`src/design/slave_xfer_defines.svh`:
```
// Timing counts and field widths of the slave port sequencer
`ifndef SLAVE_XFER_DEFINES_SVH
`define SLAVE_XFER_DEFINES_SVH
`define ADDR_W 32
`define DATA_W 32
`define LANES 4
`define CNT_W 8
`define LANES_ALL_OFF 4'hF
`define CNT_ZERO 8'h00
`define CNT_ONE 8'h01
`endif

```
`src/design/slave_xfer_pkg.sv`:
```
// Types of the slave port sequencer
`include "slave_xfer_defines.svh"
package slave_xfer_pkg;
	typedef enum logic [1:0] {
		st_idle = 2'b00,
		st_setup = 2'b01,
		st_wait = 2'b11,
		st_final = 2'b10
	} phase_t;

	// Transfer request from the master side
	typedef struct packed {
		logic rd;
		logic wr;
		logic [`ADDR_W-1:0] addr;
		logic [`DATA_W-1:0] wdata;
		logic [`LANES-1:0] lanes_n;
	} req_t;

	// Slave-facing outputs
	typedef struct packed {
		logic [`ADDR_W-1:0] addr;
		logic [`DATA_W-1:0] wdata;
		logic [`LANES-1:0] lanes_n;
		logic rd_n;
		logic wr_n;
		logic sel;
	} port_t;

	typedef struct packed {
		phase_t ph;
		logic is_rd;
		logic [`CNT_W-1:0] cnt;
		port_t port;
		logic [`DATA_W-1:0] rdata;
		logic done;
		logic busy;
	} state_t;
endpackage

```
`src/design/slave_xfer.sv`:
```
// Bus-side sequencer for single read and write transfers to one slave port
//
// Summary of operation
// Stall high at read end: do not capture
// Slave raises stall within first cycle
// Capture on first edge without stall
// Wait unbounded while stall held
// Stall mode forces setup count to zero
// Read strobe after N setup cycles
// Select asserted from first cycle
// Read lasts setup plus waits plus one
// Strobe off in setup, on in waits
// Same setup count for writes
// Select may stay for back-to-back transfer; the code drops it for one idle cycle between transfers
// Zero-wait write completes in one cycle
// Slow slave must request wait states
// Write end drops all strobes together
// Lane enables active low, one per byte
// Address word-aligned, lanes pick bytes
// Slave ignores inputs when unselected
// Slave samples on clock, not edges
// Slave must eventually release stall
// Fixed read waits same every read
// Zero setup: strobe in first cycle
`include "slave_xfer_defines.svh"
module slave_xfer (
	// Clock and reset
	input wire logic sys_clk,
	input wire logic nrst,
	// Configuration
	input wire logic stall_mode,
	input wire logic [`CNT_W-1:0] setup_cycles,
	input wire logic [`CNT_W-1:0] read_waits,
	// Master request and answer
	input wire slave_xfer_pkg::req_t req,
	output logic busy,
	output logic done,
	output logic [`DATA_W-1:0] rdata,
	// Slave port
	output slave_xfer_pkg::port_t port,
	input wire logic [`DATA_W-1:0] slave_rdata,
	input wire logic slave_stall
);
	// Same-clock slave outputs need no synchroniser
	slave_xfer_pkg::state_t s_q, s_d;
	logic [`CNT_W-1:0] eff_setup;

	// One-step count down; the zero test stays with the caller
	function automatic logic [`CNT_W-1:0] cnt_dec(input logic [`CNT_W-1:0] c);
		return c - `CNT_ONE;
	endfunction

	// Read word taken and the port released on the same edge
	function automatic slave_xfer_pkg::state_t finish_read(input slave_xfer_pkg::state_t s,
		input logic [`DATA_W-1:0] word);
		slave_xfer_pkg::state_t r;
		r = s;
		r.rdata = word;
		r.done = 1'b1;
		r.ph = slave_xfer_pkg::st_idle;
		r.port.sel = 1'b0;
		r.port.rd_n = 1'b1;
		r.busy = 1'b0;
		return r;
	endfunction

	assign busy = s_q.busy;
	assign done = s_q.done;
	assign rdata = s_q.rdata;
	assign port = s_q.port;

	//////////////////////////////////////////////////////////////////////////////
	always_comb begin
		eff_setup = stall_mode ? `CNT_ZERO : setup_cycles;
		s_d = s_q;
		s_d.done = 1'b0;
		unique case (s_q.ph)
			slave_xfer_pkg::st_idle: begin
				// Port released for one idle cycle between transfers, never held over
				// Costs a cycle per back-to-back access, but every transfer stays framed
				s_d.port.sel = 1'b0;
				s_d.port.wr_n = 1'b1;
				s_d.port.rd_n = 1'b1;
				s_d.port.lanes_n = `LANES_ALL_OFF;
				s_d.busy = 1'b0;
				if (req.rd || req.wr) begin
					s_d.busy = 1'b1;
					s_d.is_rd = req.rd;
					s_d.port.addr = req.addr;
					s_d.port.wdata = req.wdata;
					s_d.port.lanes_n = req.lanes_n;
					s_d.port.sel = 1'b1;
					s_d.cnt = eff_setup;
					if (eff_setup != `CNT_ZERO) begin
						s_d.ph = slave_xfer_pkg::st_setup;
					end else if (req.rd) begin
						s_d.port.rd_n = 1'b0;
						s_d.cnt = read_waits;
						s_d.ph = slave_xfer_pkg::st_wait;
					end else begin
						s_d.port.wr_n = 1'b0;
						s_d.ph = slave_xfer_pkg::st_final;
					end
				end
			end
			slave_xfer_pkg::st_setup: begin
				// Strobe stays off until the last setup cycle ends
				if (s_q.cnt == `CNT_ONE) begin
					s_d.cnt = read_waits;
					s_d.ph = s_q.is_rd ? slave_xfer_pkg::st_wait : slave_xfer_pkg::st_final;
					if (s_q.is_rd) begin
						s_d.port.rd_n = 1'b0;
					end else begin
						s_d.port.wr_n = 1'b0;
					end
				end else begin
					s_d.cnt = cnt_dec(s_q.cnt);
				end
			end
			slave_xfer_pkg::st_wait: begin
				if (stall_mode) begin
					// No time-out: a stuck stall hangs here
					if (!slave_stall) begin
						s_d = finish_read(s_d, slave_rdata);
					end
				end else if (s_q.cnt == `CNT_ZERO) begin
					s_d = finish_read(s_d, slave_rdata);
				end else begin
					s_d.cnt = cnt_dec(s_q.cnt);
				end
			end
			slave_xfer_pkg::st_final: begin
				// Slave took the write at this edge; all strobes fall together
				s_d.done = 1'b1;
				s_d.ph = slave_xfer_pkg::st_idle;
				s_d.port.sel = 1'b0;
				s_d.port.wr_n = 1'b1;
				s_d.port.lanes_n = `LANES_ALL_OFF;
				s_d.busy = 1'b0;
			end
		endcase
	end

	always_ff @(posedge sys_clk or negedge nrst) begin
		if (!nrst) begin
			s_q <= '0;
			s_q.ph <= slave_xfer_pkg::st_idle;
			s_q.port.rd_n <= 1'b1;
			s_q.port.wr_n <= 1'b1;
			s_q.port.lanes_n <= `LANES_ALL_OFF;
		end else begin
			s_q <= s_d;
		end
	end

	//////////////////////////////////////////////////////////////////////////////
	// Checks
	a_stall_blocks: assert property (@(posedge sys_clk) disable iff (!nrst)
		(s_q.ph == slave_xfer_pkg::st_wait && stall_mode && slave_stall) |=> !s_q.done)
		else $error("read captured while stall held");
	a_capture_after: assert property (@(posedge sys_clk) disable iff (!nrst)
		(s_q.ph == slave_xfer_pkg::st_wait && stall_mode && !slave_stall) |=> (s_q.done && rdata == $past(slave_rdata)))
		else $error("read not captured after stall released");
	a_stall_holds: assert property (@(posedge sys_clk) disable iff (!nrst)
		(s_q.ph == slave_xfer_pkg::st_wait && stall_mode && slave_stall) |=> (s_q.ph == slave_xfer_pkg::st_wait && !port.rd_n))
		else $error("left wait under stall");
	a_no_setup_stall: assert property (@(posedge sys_clk) disable iff (!nrst)
		stall_mode |-> (s_q.ph != slave_xfer_pkg::st_setup || !$past(stall_mode)))
		else $error("setup used in stall mode");
	a_setup_strobe: assert property (@(posedge sys_clk) disable iff (!nrst)
		(s_q.ph == slave_xfer_pkg::st_setup) |-> (port.rd_n && port.wr_n && port.sel))
		else $error("strobe during setup");
	a_sel_first: assert property (@(posedge sys_clk) disable iff (!nrst)
		(s_q.ph == slave_xfer_pkg::st_idle && (req.rd || req.wr)) |=> port.sel)
		else $error("select late");
	a_zero_setup_rd: assert property (@(posedge sys_clk) disable iff (!nrst)
		(s_q.ph == slave_xfer_pkg::st_idle && req.rd && !stall_mode && setup_cycles == `CNT_ZERO) |=> !port.rd_n)
		else $error("read strobe late");
	a_fixed_read: assert property (@(posedge sys_clk) disable iff (!nrst)
		(s_q.ph == slave_xfer_pkg::st_idle && req.rd && !stall_mode && setup_cycles == `CNT_ZERO
		&& read_waits == `CNT_ONE) |=> !done [*2] ##1 done)
		else $error("fixed read length wrong");
	a_write_one: assert property (@(posedge sys_clk) disable iff (!nrst)
		(s_q.ph == slave_xfer_pkg::st_idle && req.wr && !req.rd && (stall_mode || setup_cycles == `CNT_ZERO))
		|=> (!port.wr_n && port.sel) ##1 (done && port.wr_n && !port.sel))
		else $error("zero-wait write wrong");
	a_write_end: assert property (@(posedge sys_clk) disable iff (!nrst)
		$rose(port.wr_n) |-> $fell(port.sel))
		else $error("write strobes not dropped together");
	c_stall_read: cover property (@(posedge sys_clk) disable iff (!nrst)
		(s_q.ph == slave_xfer_pkg::st_wait && slave_stall && stall_mode) ##1 !slave_stall ##1 done);
	c_setup_read: cover property (@(posedge sys_clk) disable iff (!nrst)
		(s_q.ph == slave_xfer_pkg::st_setup) ##1 (s_q.ph == slave_xfer_pkg::st_wait));
	c_write: cover property (@(posedge sys_clk) disable iff (!nrst)
		(s_q.ph == slave_xfer_pkg::st_final) ##1 done);
	c_fixed_read: cover property (@(posedge sys_clk) disable iff (!nrst)
		(s_q.ph == slave_xfer_pkg::st_wait && !stall_mode && s_q.cnt != `CNT_ZERO)
		##1 (s_q.ph == slave_xfer_pkg::st_wait && s_q.cnt == `CNT_ZERO) ##1 done);
	c_byte_write: cover property (@(posedge sys_clk) disable iff (!nrst)
		(s_q.ph == slave_xfer_pkg::st_final && port.lanes_n == 4'hE) ##1 done);
	a_setup_delay: assert property (@(posedge sys_clk) disable iff (!nrst)
		(s_q.ph == slave_xfer_pkg::st_idle && req.rd && !stall_mode && setup_cycles == `CNT_ONE)
		|=> (port.sel && port.rd_n) ##1 (port.sel && !port.rd_n))
		else $error("read strobe not delayed by setup");
	a_fixed_waits: assert property (@(posedge sys_clk) disable iff (!nrst)
		(s_q.ph == slave_xfer_pkg::st_wait && !stall_mode && s_q.cnt != `CNT_ZERO)
		|=> (s_q.ph == slave_xfer_pkg::st_wait && !done && !port.rd_n))
		else $error("fixed read ended early");
	a_lanes_pass: assert property (@(posedge sys_clk) disable iff (!nrst)
		(s_q.ph == slave_xfer_pkg::st_idle && (req.rd || req.wr))
		|=> (port.lanes_n == $past(req.lanes_n) && port.addr == $past(req.addr)))
		else $error("address or lanes not passed as given");
	a_end_lanes: assert property (@(posedge sys_clk) disable iff (!nrst)
		$rose(port.wr_n) |-> (port.lanes_n == `LANES_ALL_OFF && !busy))
		else $error("lanes still enabled after write");
	a_write_setup: assert property (@(posedge sys_clk) disable iff (!nrst)
		(s_q.ph == slave_xfer_pkg::st_idle && req.wr && !req.rd && !stall_mode && setup_cycles != `CNT_ZERO)
		|=> (port.sel && port.wr_n && s_q.ph == slave_xfer_pkg::st_setup))
		else $error("write setup not applied");
	a_write_hold: assert property (@(posedge sys_clk) disable iff (!nrst)
		(s_q.ph == slave_xfer_pkg::st_final) |-> (port.sel && !port.wr_n && port.rd_n))
		else $error("write strobe missing in strobe cycle");
endmodule

```
`config.mk`:
```
export PLATFORM = sky130hd
export DESIGN_NAME = slave_xfer
export DESIGN_NICKNAME = d
export VERILOG_FILES = /design/src/design/slave_xfer_pkg.sv /design/src/design/slave_xfer.sv
export VERILOG_INCLUDE_DIRS = /design/src /design/src/design
export SDC_FILE = /design/constraint.sdc
export NUM_CORES = 1
export LEC_CHECK = 0
export BUFFER_PORTS_ARGS = -buffer_cell sky130_fd_sc_hd__buf_4
export CAP_MARGIN = 20
export CORE_UTILIZATION = 53
export CTS_CLUSTER_SIZE = 24
export DETAILED_ROUTE_END_ITERATION = 10
export PLACE_DENSITY = 0.83
export SYNTH_ARGS = -nofsm -noshare
export SYNTH_HDL_FRONTEND = slang
export SYNTH_SLANG_ARGS = --single-unit
```
`constraint.sdc`:
```
create_clock -name sys_clk -period 6.33 [get_ports sys_clk]
set_clock_uncertainty 0.2 [all_clocks]
set_input_delay 0.9495 -clock sys_clk [delete_from_list [all_inputs] [get_ports sys_clk]]
set_output_delay 0.9495 -clock sys_clk [all_outputs]
set_load 0.005 [all_outputs]
```
==> metrics.txt, run 1 <==
Final WS setup 3.64 ns; Seq/Total Area, Yosys 50.8%; Root Driver clkbuf_8; RSZ-0062 raised after global routing false; Crit path depth 5; CP startpoint kind flop; Finished Cell Area 7380 um^2; number of global-route vias before repair 4053; reg-to-reg critical path startpoint s_q[115]; Gate Count Post-Synth 462; Diodes inserted 0; capture point of the worst path s_q[109]; peak supply drop 0.351 mV; number of synthesis warnings 0; placed inst area 6750 um^2; vias 3834; antenna viol nets, final 0; syn avg cell area 12.3 um^2; Leak Pwr 3.55 nW; worst-case clock buffer depth 2; global-route wire length before repair 19400 um; Area Overhead vs Synth 30.0%; Core ar. 10400 um^2; slew margin rel. 27.4%; crit path kind flop to flop; num rows 37; Bufs and invs on worst path 1; die width 106 um; initial antenna violation count 0; setup violators final 0; #FFs+latches synth 115; final core utilization 71.2%; Final min period 2.69 ns; cell family with most CP delay simple AND/OR/NAND/NOR gates; H-tree Lvls 4; endpoints failing hold 0; Chip Height 106 um; max-cap violation count 0; GR Overflow Total 0; Distinct cells, synth 40; Reg clk slew, reported paths 0.06 ns; Netlist Area Pre-Place 5680 um^2; Initial Util 54.8%; die area 11100 um^2; Post-CTS Setup Bufs 0; share of layout cells above drive strength 1 61.6%; syn_nets 592; Slew @ Worst Pin 1.08 ns; f_max 0.372 GHz; Hold/Removal Path Class input pin to asynchronous set/reset pin; total track usage 22.6%; Clock Sinks 115; DRT iter0 DRCs 172; Buffers on Ports 226; Clock Latency Late Sink 0.49 ns; Reg2Reg Depth 5; largest net degree at the start of global routing 62; Critical Path RT 6.55 ns; routed wire length 12400 um; residual DRC count 0; Post-DP HPWL 9260 um; Slew Viols, Final 0; Routed wire per std cell 16.8 um; Pre-antenna DRT Iters 5; post-CTS sizing 0; worst-path cell chain inv_1, ha_1, nor4_1, a222oi_1, a31oi_1; CP arrival 2.90 ns; status complete, no violations; CTS tree built; # fillers 725; Final period util 42.5%; Final TNS setup 0 ns; Power Total 0.00396 W; Setup WS pre-CTS 3.30 ns; reg-to-reg slack, setup 3.64 ns; Worst path max stage delay 0.99 ns; DR vias/cell 5.18; PD cells 536 nW/um^2; io pins 227; slowest stage cell, crit path nor4_1; critical path launch point s_q[115]; CTS Hold Buffers Added 0; worst r2r dst s_q[109]; cts bufs inserted 17; layout net count 721; crit path max fanout 20; Setup crit end kind flop; global placer's final weighted congestion 0.861
## layer usage
layer	global-route usage, %	up-vias	wire length (um)
li1	-	1765	-
met1	24.5	1838	4610
met2	39.8	203	6410
met3	8.35	28	1120
met4	9.52	0	279
met5	0	-	0
## cell families after synthesis
kind of cell             share of synthesized area (%)
adder cells (fa/ha/maj)                           1.76
AO/OA/AOI/OAI                                     6.54
multiplexers                                      19.8
flip-flops                                        50.8
XOR/XNOR                                         0.771
AND/OR/NAND/NOR                                   4.85
buffers and inverters                             15.5
## power breakdown
group          leakage [nW]  switching, W  internal [W]
sequential             1.36      0.000232       0.00113
combinational          1.89      0.000629      0.000955
clock                 0.306      0.000348      0.000667
## worst min-delay path by stage
| stage | from | end | slack [ns] | cells past startpoint |
|---|---|---|---|---|
| after floorplan | rdata[10] | rdata[10] | 0.28 | 1 |
| after global placement | rdata[7] | rdata[7] | 0.29 | 1 |
| after detailed placement | rdata[19] | rdata[19] | 0.29 | 1 |
| after CTS | nrst | s_q[111] | 0.31 | 1 |
| after global routing | rdata[22] | rdata[22] | 0.32 | 1 |
| final | nrst | s_q[111] | 0.29 | 1 |
## state kept, by name, indices dropped and copies added (netlist names)
register  flops
rdata        32
port         71
s_q          11
done          1
## Yosys cell counts (all sizes together)
library cell	number	area [um^2]
dfstp	6	158
a21o	4	30.0
nor2b	4	25.0
a221oi	2	17.5
or4b	1	13.8
xnor2	1	8.76
clkbuf	13	50.0
nor2	15	56.3
o21ai	8	40.0
nand2b	5	31.3
xor2	4	35.0
nand2	10	37.5
o32ai	1	8.76
inv	10	37.5
a41oi	1	8.76
a31o	1	8.76
o22a	5	43.8
nor3	4	25.0
a31oi	7	43.8
ha	8	100
nand3b	2	15.0
nor4	7	43.8
o22ai	1	6.26
a21oi	10	50.1
buf	107	791
o211ai	3	22.5
dfrtp	109	2730
a222oi	3	30.0
or4	1	11.3
a211o	1	8.76
nor3b	1	7.51
a22o	6	52.6
mux2i	1	10.0
mux2	99	1110
nor4b	1	8.76
## layout make-up
cell class,instances,area [um^2],area share (%)
flip-flops and latches,115,2890,39.1
clock buffers,19,442,5.98
inverters,10,37.5,0.508
well taps,136,170,2.30
repair buffers,230,1730,23.4
multi-input cells,217,1930,26.1
clock inverters,13,196,2.66
## metrics by stage
stage | hold WS [ns] | std cells
final | 0.290 | 740
after global routing | 0.318 | 740
after CTS | 0.306 | 740
after detailed placement | 0.294 | 708
after global placement | 0.287 | 708
after floorplan | 0.281 | 462
## cells in the final DEF (no fill, tap or decap), types with 2 or more instances in the layout
master	netlist	layout
buf_4	103	230
dfrtp_1	109	109
mux2_2	99	99
clkbuf_16	0	16
nor2_1	15	15
inv_1	10	10
nand2_1	10	10
a21oi_1	10	10
ha_1	8	8
nor4_1	7	7
o21ai_0	7	7
a31oi_1	7	7
a22o_1	6	6
dfstp_2	6	6
nand2b_1	5	5
o22a_1	5	5
nor2b_1	4	4
a21o_1	4	4
xor2_1	4	4
bufinv_16	0	4
clkinv_4	0	4
nor3_1	3	3
a222oi_1	3	3
o211ai_1	3	3
clkbuf_8	0	3
inv_6	0	3
a221oi_1	2	2
nand3b_1	2	2
clkinvlp_4	0	2
Note: power is estimated with default switching activity, not from simulation.
==> inputs of run 2 (changes only) <==
--- a/config.mk
+++ b/config.mk
@@ -6,12 +6,13 @@
 export SDC_FILE = /design/constraint.sdc
 export NUM_CORES = 1
 export LEC_CHECK = 0
+export ABC_AREA = 1
 export BUFFER_PORTS_ARGS = -buffer_cell sky130_fd_sc_hd__buf_4
 export CAP_MARGIN = 20
-export CORE_UTILIZATION = 53
+export CORE_UTILIZATION = 45
 export CTS_CLUSTER_SIZE = 24
 export DETAILED_ROUTE_END_ITERATION = 10
-export PLACE_DENSITY = 0.83
+export PLACE_DENSITY = 0.74
 export SYNTH_ARGS = -nofsm -noshare
 export SYNTH_HDL_FRONTEND = slang
 export SYNTH_SLANG_ARGS = --single-unit
==> constraint.sdc (replaced) <==
create_clock -name sys_clk -period 2.4 [get_ports sys_clk]
set_clock_uncertainty 0.2 [all_clocks]
set_input_delay 0.36 -clock sys_clk [delete_from_list [all_inputs] [get_ports sys_clk]]
set_output_delay 0.36 -clock sys_clk [all_outputs]
set_load 0.005 [all_outputs]
==> metrics.txt, run 2 <==
status complete, no violations; residual DRC count 0 (unchanged); crit path max fanout 13 (-35%); area of the multi-input gates 2070 um^2 (+7.4%); Final period util 87.3% (+45 points); Pre-antenna DRT Iters 4 (-1); number of synthesized flops with an enable pin 0 (unchanged); peak supply drop 0.732 mV (+110%); Post-Place Cells 1040 (+47%); f_max 0.477 GHz (+28%); Root Driver clkbuf_16; Core ar. 12800 um^2 (+23%); Reg clk slew, reported paths 0.05 ns (about the same); # fillers 986 (+36%); post-CTS sizing 0 (unchanged); antenna viol nets, final 0 (unchanged); #FFs+latches synth 115 (unchanged); die width 117 um (+11%); global-route wire length before repair 24700 um (+27%); syn_nets 892 (+51%); setup violators final 0 (unchanged); CP startpoint kind flop; largest area contributor in the netlist dfrtp_1; Buffers on Ports 226 (unchanged); cts bufs inserted 17 (unchanged); Synth Flop Type dfrtp_1; Seq/Total Area, Yosys 48.2% (-2.6 points); Hold/Removal Path Class input pin to flop; global placer's final weighted congestion 0.894 (+3.9%); num rows 41 (+11%); endpoints failing hold 0 (unchanged); Distinct cells, synth 28 (-30%); max FFs per register 71 (unchanged); Final min period 2.10 ns (-0.593 ns); number of synthesis warnings 0 (unchanged); Initial Util 46.8% (-7.9 points); asr flop ratio synth 100% (unchanged); Post-CTS Setup Bufs 0 (unchanged); vias 5429 (+42%); fin cells 1169 (+58%); Finished Cell Area 8690 um^2 (+18%); most frequent cells in the layout 363 x nand2_1, 230 x buf_4, 109 x dfrtp_1; commonest cells in the netlist 363 x nand2_1, 109 x dfrtp_1, 107 x buf_4; DRT iter0 DRCs 283 (+65%); max-cap violation count 0 (unchanged); Netlist Area Pre-Place 5980 um^2 (+5.3%); Slew Viols, Final 0 (unchanged); Chip Height 117 um (+11%); Routed wire per std cell 13.7 um (-18%); CP arrival 2.18 ns (-0.72 ns); Setup crit end kind flop; Slew @ Worst Pin 0.540 ns (-0.540 ns); worst-case clock buffer depth 2 (unchanged); placed inst area 7090 um^2 (+5.1%); RSZ-0062 raised after global routing false; share of layout cells above drive strength 1 28.4% (-33 points); most frequent cell after synthesis nand2_1; routed wire length 16000 um (+29%); Diodes inserted 0 (unchanged); H-tree Lvls 4 (unchanged); Reg with most FFs port; number of global-route vias before repair 5305 (+31%); post-synth top area share 45.6% (-2.4 points); Synth area leaders dfrtp_1 46%, nand2_1 23%, buf_4 13%; DR vias/cell 4.64 (-10%); Area Overhead vs Synth 45.3%; leading cell type in the layout, fill and taps excluded nand2_1; Leak Pwr 4.67 nW (+32%); Power Total 0.0105 W (+160%); Post-DP HPWL 10000 um (+8.5%); syn avg cell area 7.85 um^2 (-36%); Final TNS setup 0 ns (unchanged); total track usage 23.5% (+0.90 points); die area 13800 um^2 (+24%); largest net degree at the start of global routing 67 (+8.1%); layout net count 1114 (+55%); Gate Count Post-Synth 762 (+65%); initial antenna violation count 0 (unchanged); slew margin rel. 63.8% (+36 points); Clock Sinks 115 (unchanged); final core utilization 68.0% (-3.2 points); Clock Latency Late Sink 0.41 ns (-0.08 ns); PD cells 1210 nW/um^2 (+120%); crit path kind flop to flop; Reg area 2890 um^2 (unchanged); GR Overflow Total 0 (unchanged); CTS tree built; io pins 227 (unchanged); Critical Path RT 2.49 ns (-4.06 ns)
==> run 2: cell type report <==
type                    count  share of cell area [%]
clock buffers              23                    5.50
clock inverters             9                    1.76
inverters                  30                    1.30
multi-input cells         489                    23.8
flip-flops and latches    115                    33.2
well taps                 172                    2.48
repair buffers            331                    32.0
==> run 2: path summary, 6_finish.rpt <==
kind | startpoint | slack [ns] | depth (start not counted) | to
worst max-delay path | s_q[115] | 0.30 | 9 | s_q[114]
worst min-delay path | req[1] | 0.02 | 3 | port[4]
worst max register to register | s_q[115] | 0.30 | 9 | s_q[114]
worst min register to register | port[57] | 0.27 | 2 | port[57]
max in group asynchronous | nrst | 1.09 | 3 | port[5]
min in group asynchronous | nrst | 0.26 | 2 | rdata[26]
==> run 2: layer usage <==
metal	GRT usage, %	vias up	wire [um]
li1	-	2677	-
met1	27.1	2504	6400
met2	41.2	215	8050
met3	6.33	33	1150
met4	9.96	0	424
met5	0	-	0
==> run 2: cell families after synthesis <==
logic type / share of synthesized area, %
compound gates: 3.31
xor+xnor: 0.439
fa+ha+maj: 1.67
buf+inv: 17.3
flops: 48.2
simple gates: 29.1
==> run 2: worst max-delay path, stage by stage (launching register included) <==
cell	delay (ns)
dfrtp_1	0.42
inv_1	0.09
ha_1	0.40
inv_1	0.11
nor2_1	0.36
nor2_1	0.08
nand2_1	0.13
inv_1	0.05
o21ai_0	0.06
nand2_1	0.07
==> run 2: metrics by stage <==
step / hold slack [ns] / setup slack, ns
global placement: 0.153 / 0.407
floorplan: -0.136 / 0.632
CTS: 0.00426 / 0.307
global route: 0.0415 / 0.0731
finish: 0.0165 / 0.305
detailed placement: 0.150 / 0.331
==> run 2: repair_timing <==
item                       in CTS  in global routing
hold endpoints to repair      125                  0
hold buffers                   97                  0
setup endpoints to repair       0                  0
==> run 2: report_power, final <==
group          switching, W  total [W]  internal [W]
clock network      0.000855    0.00267       0.00181
registers          0.000621    0.00357       0.00295
logic               0.00217    0.00423       0.00206
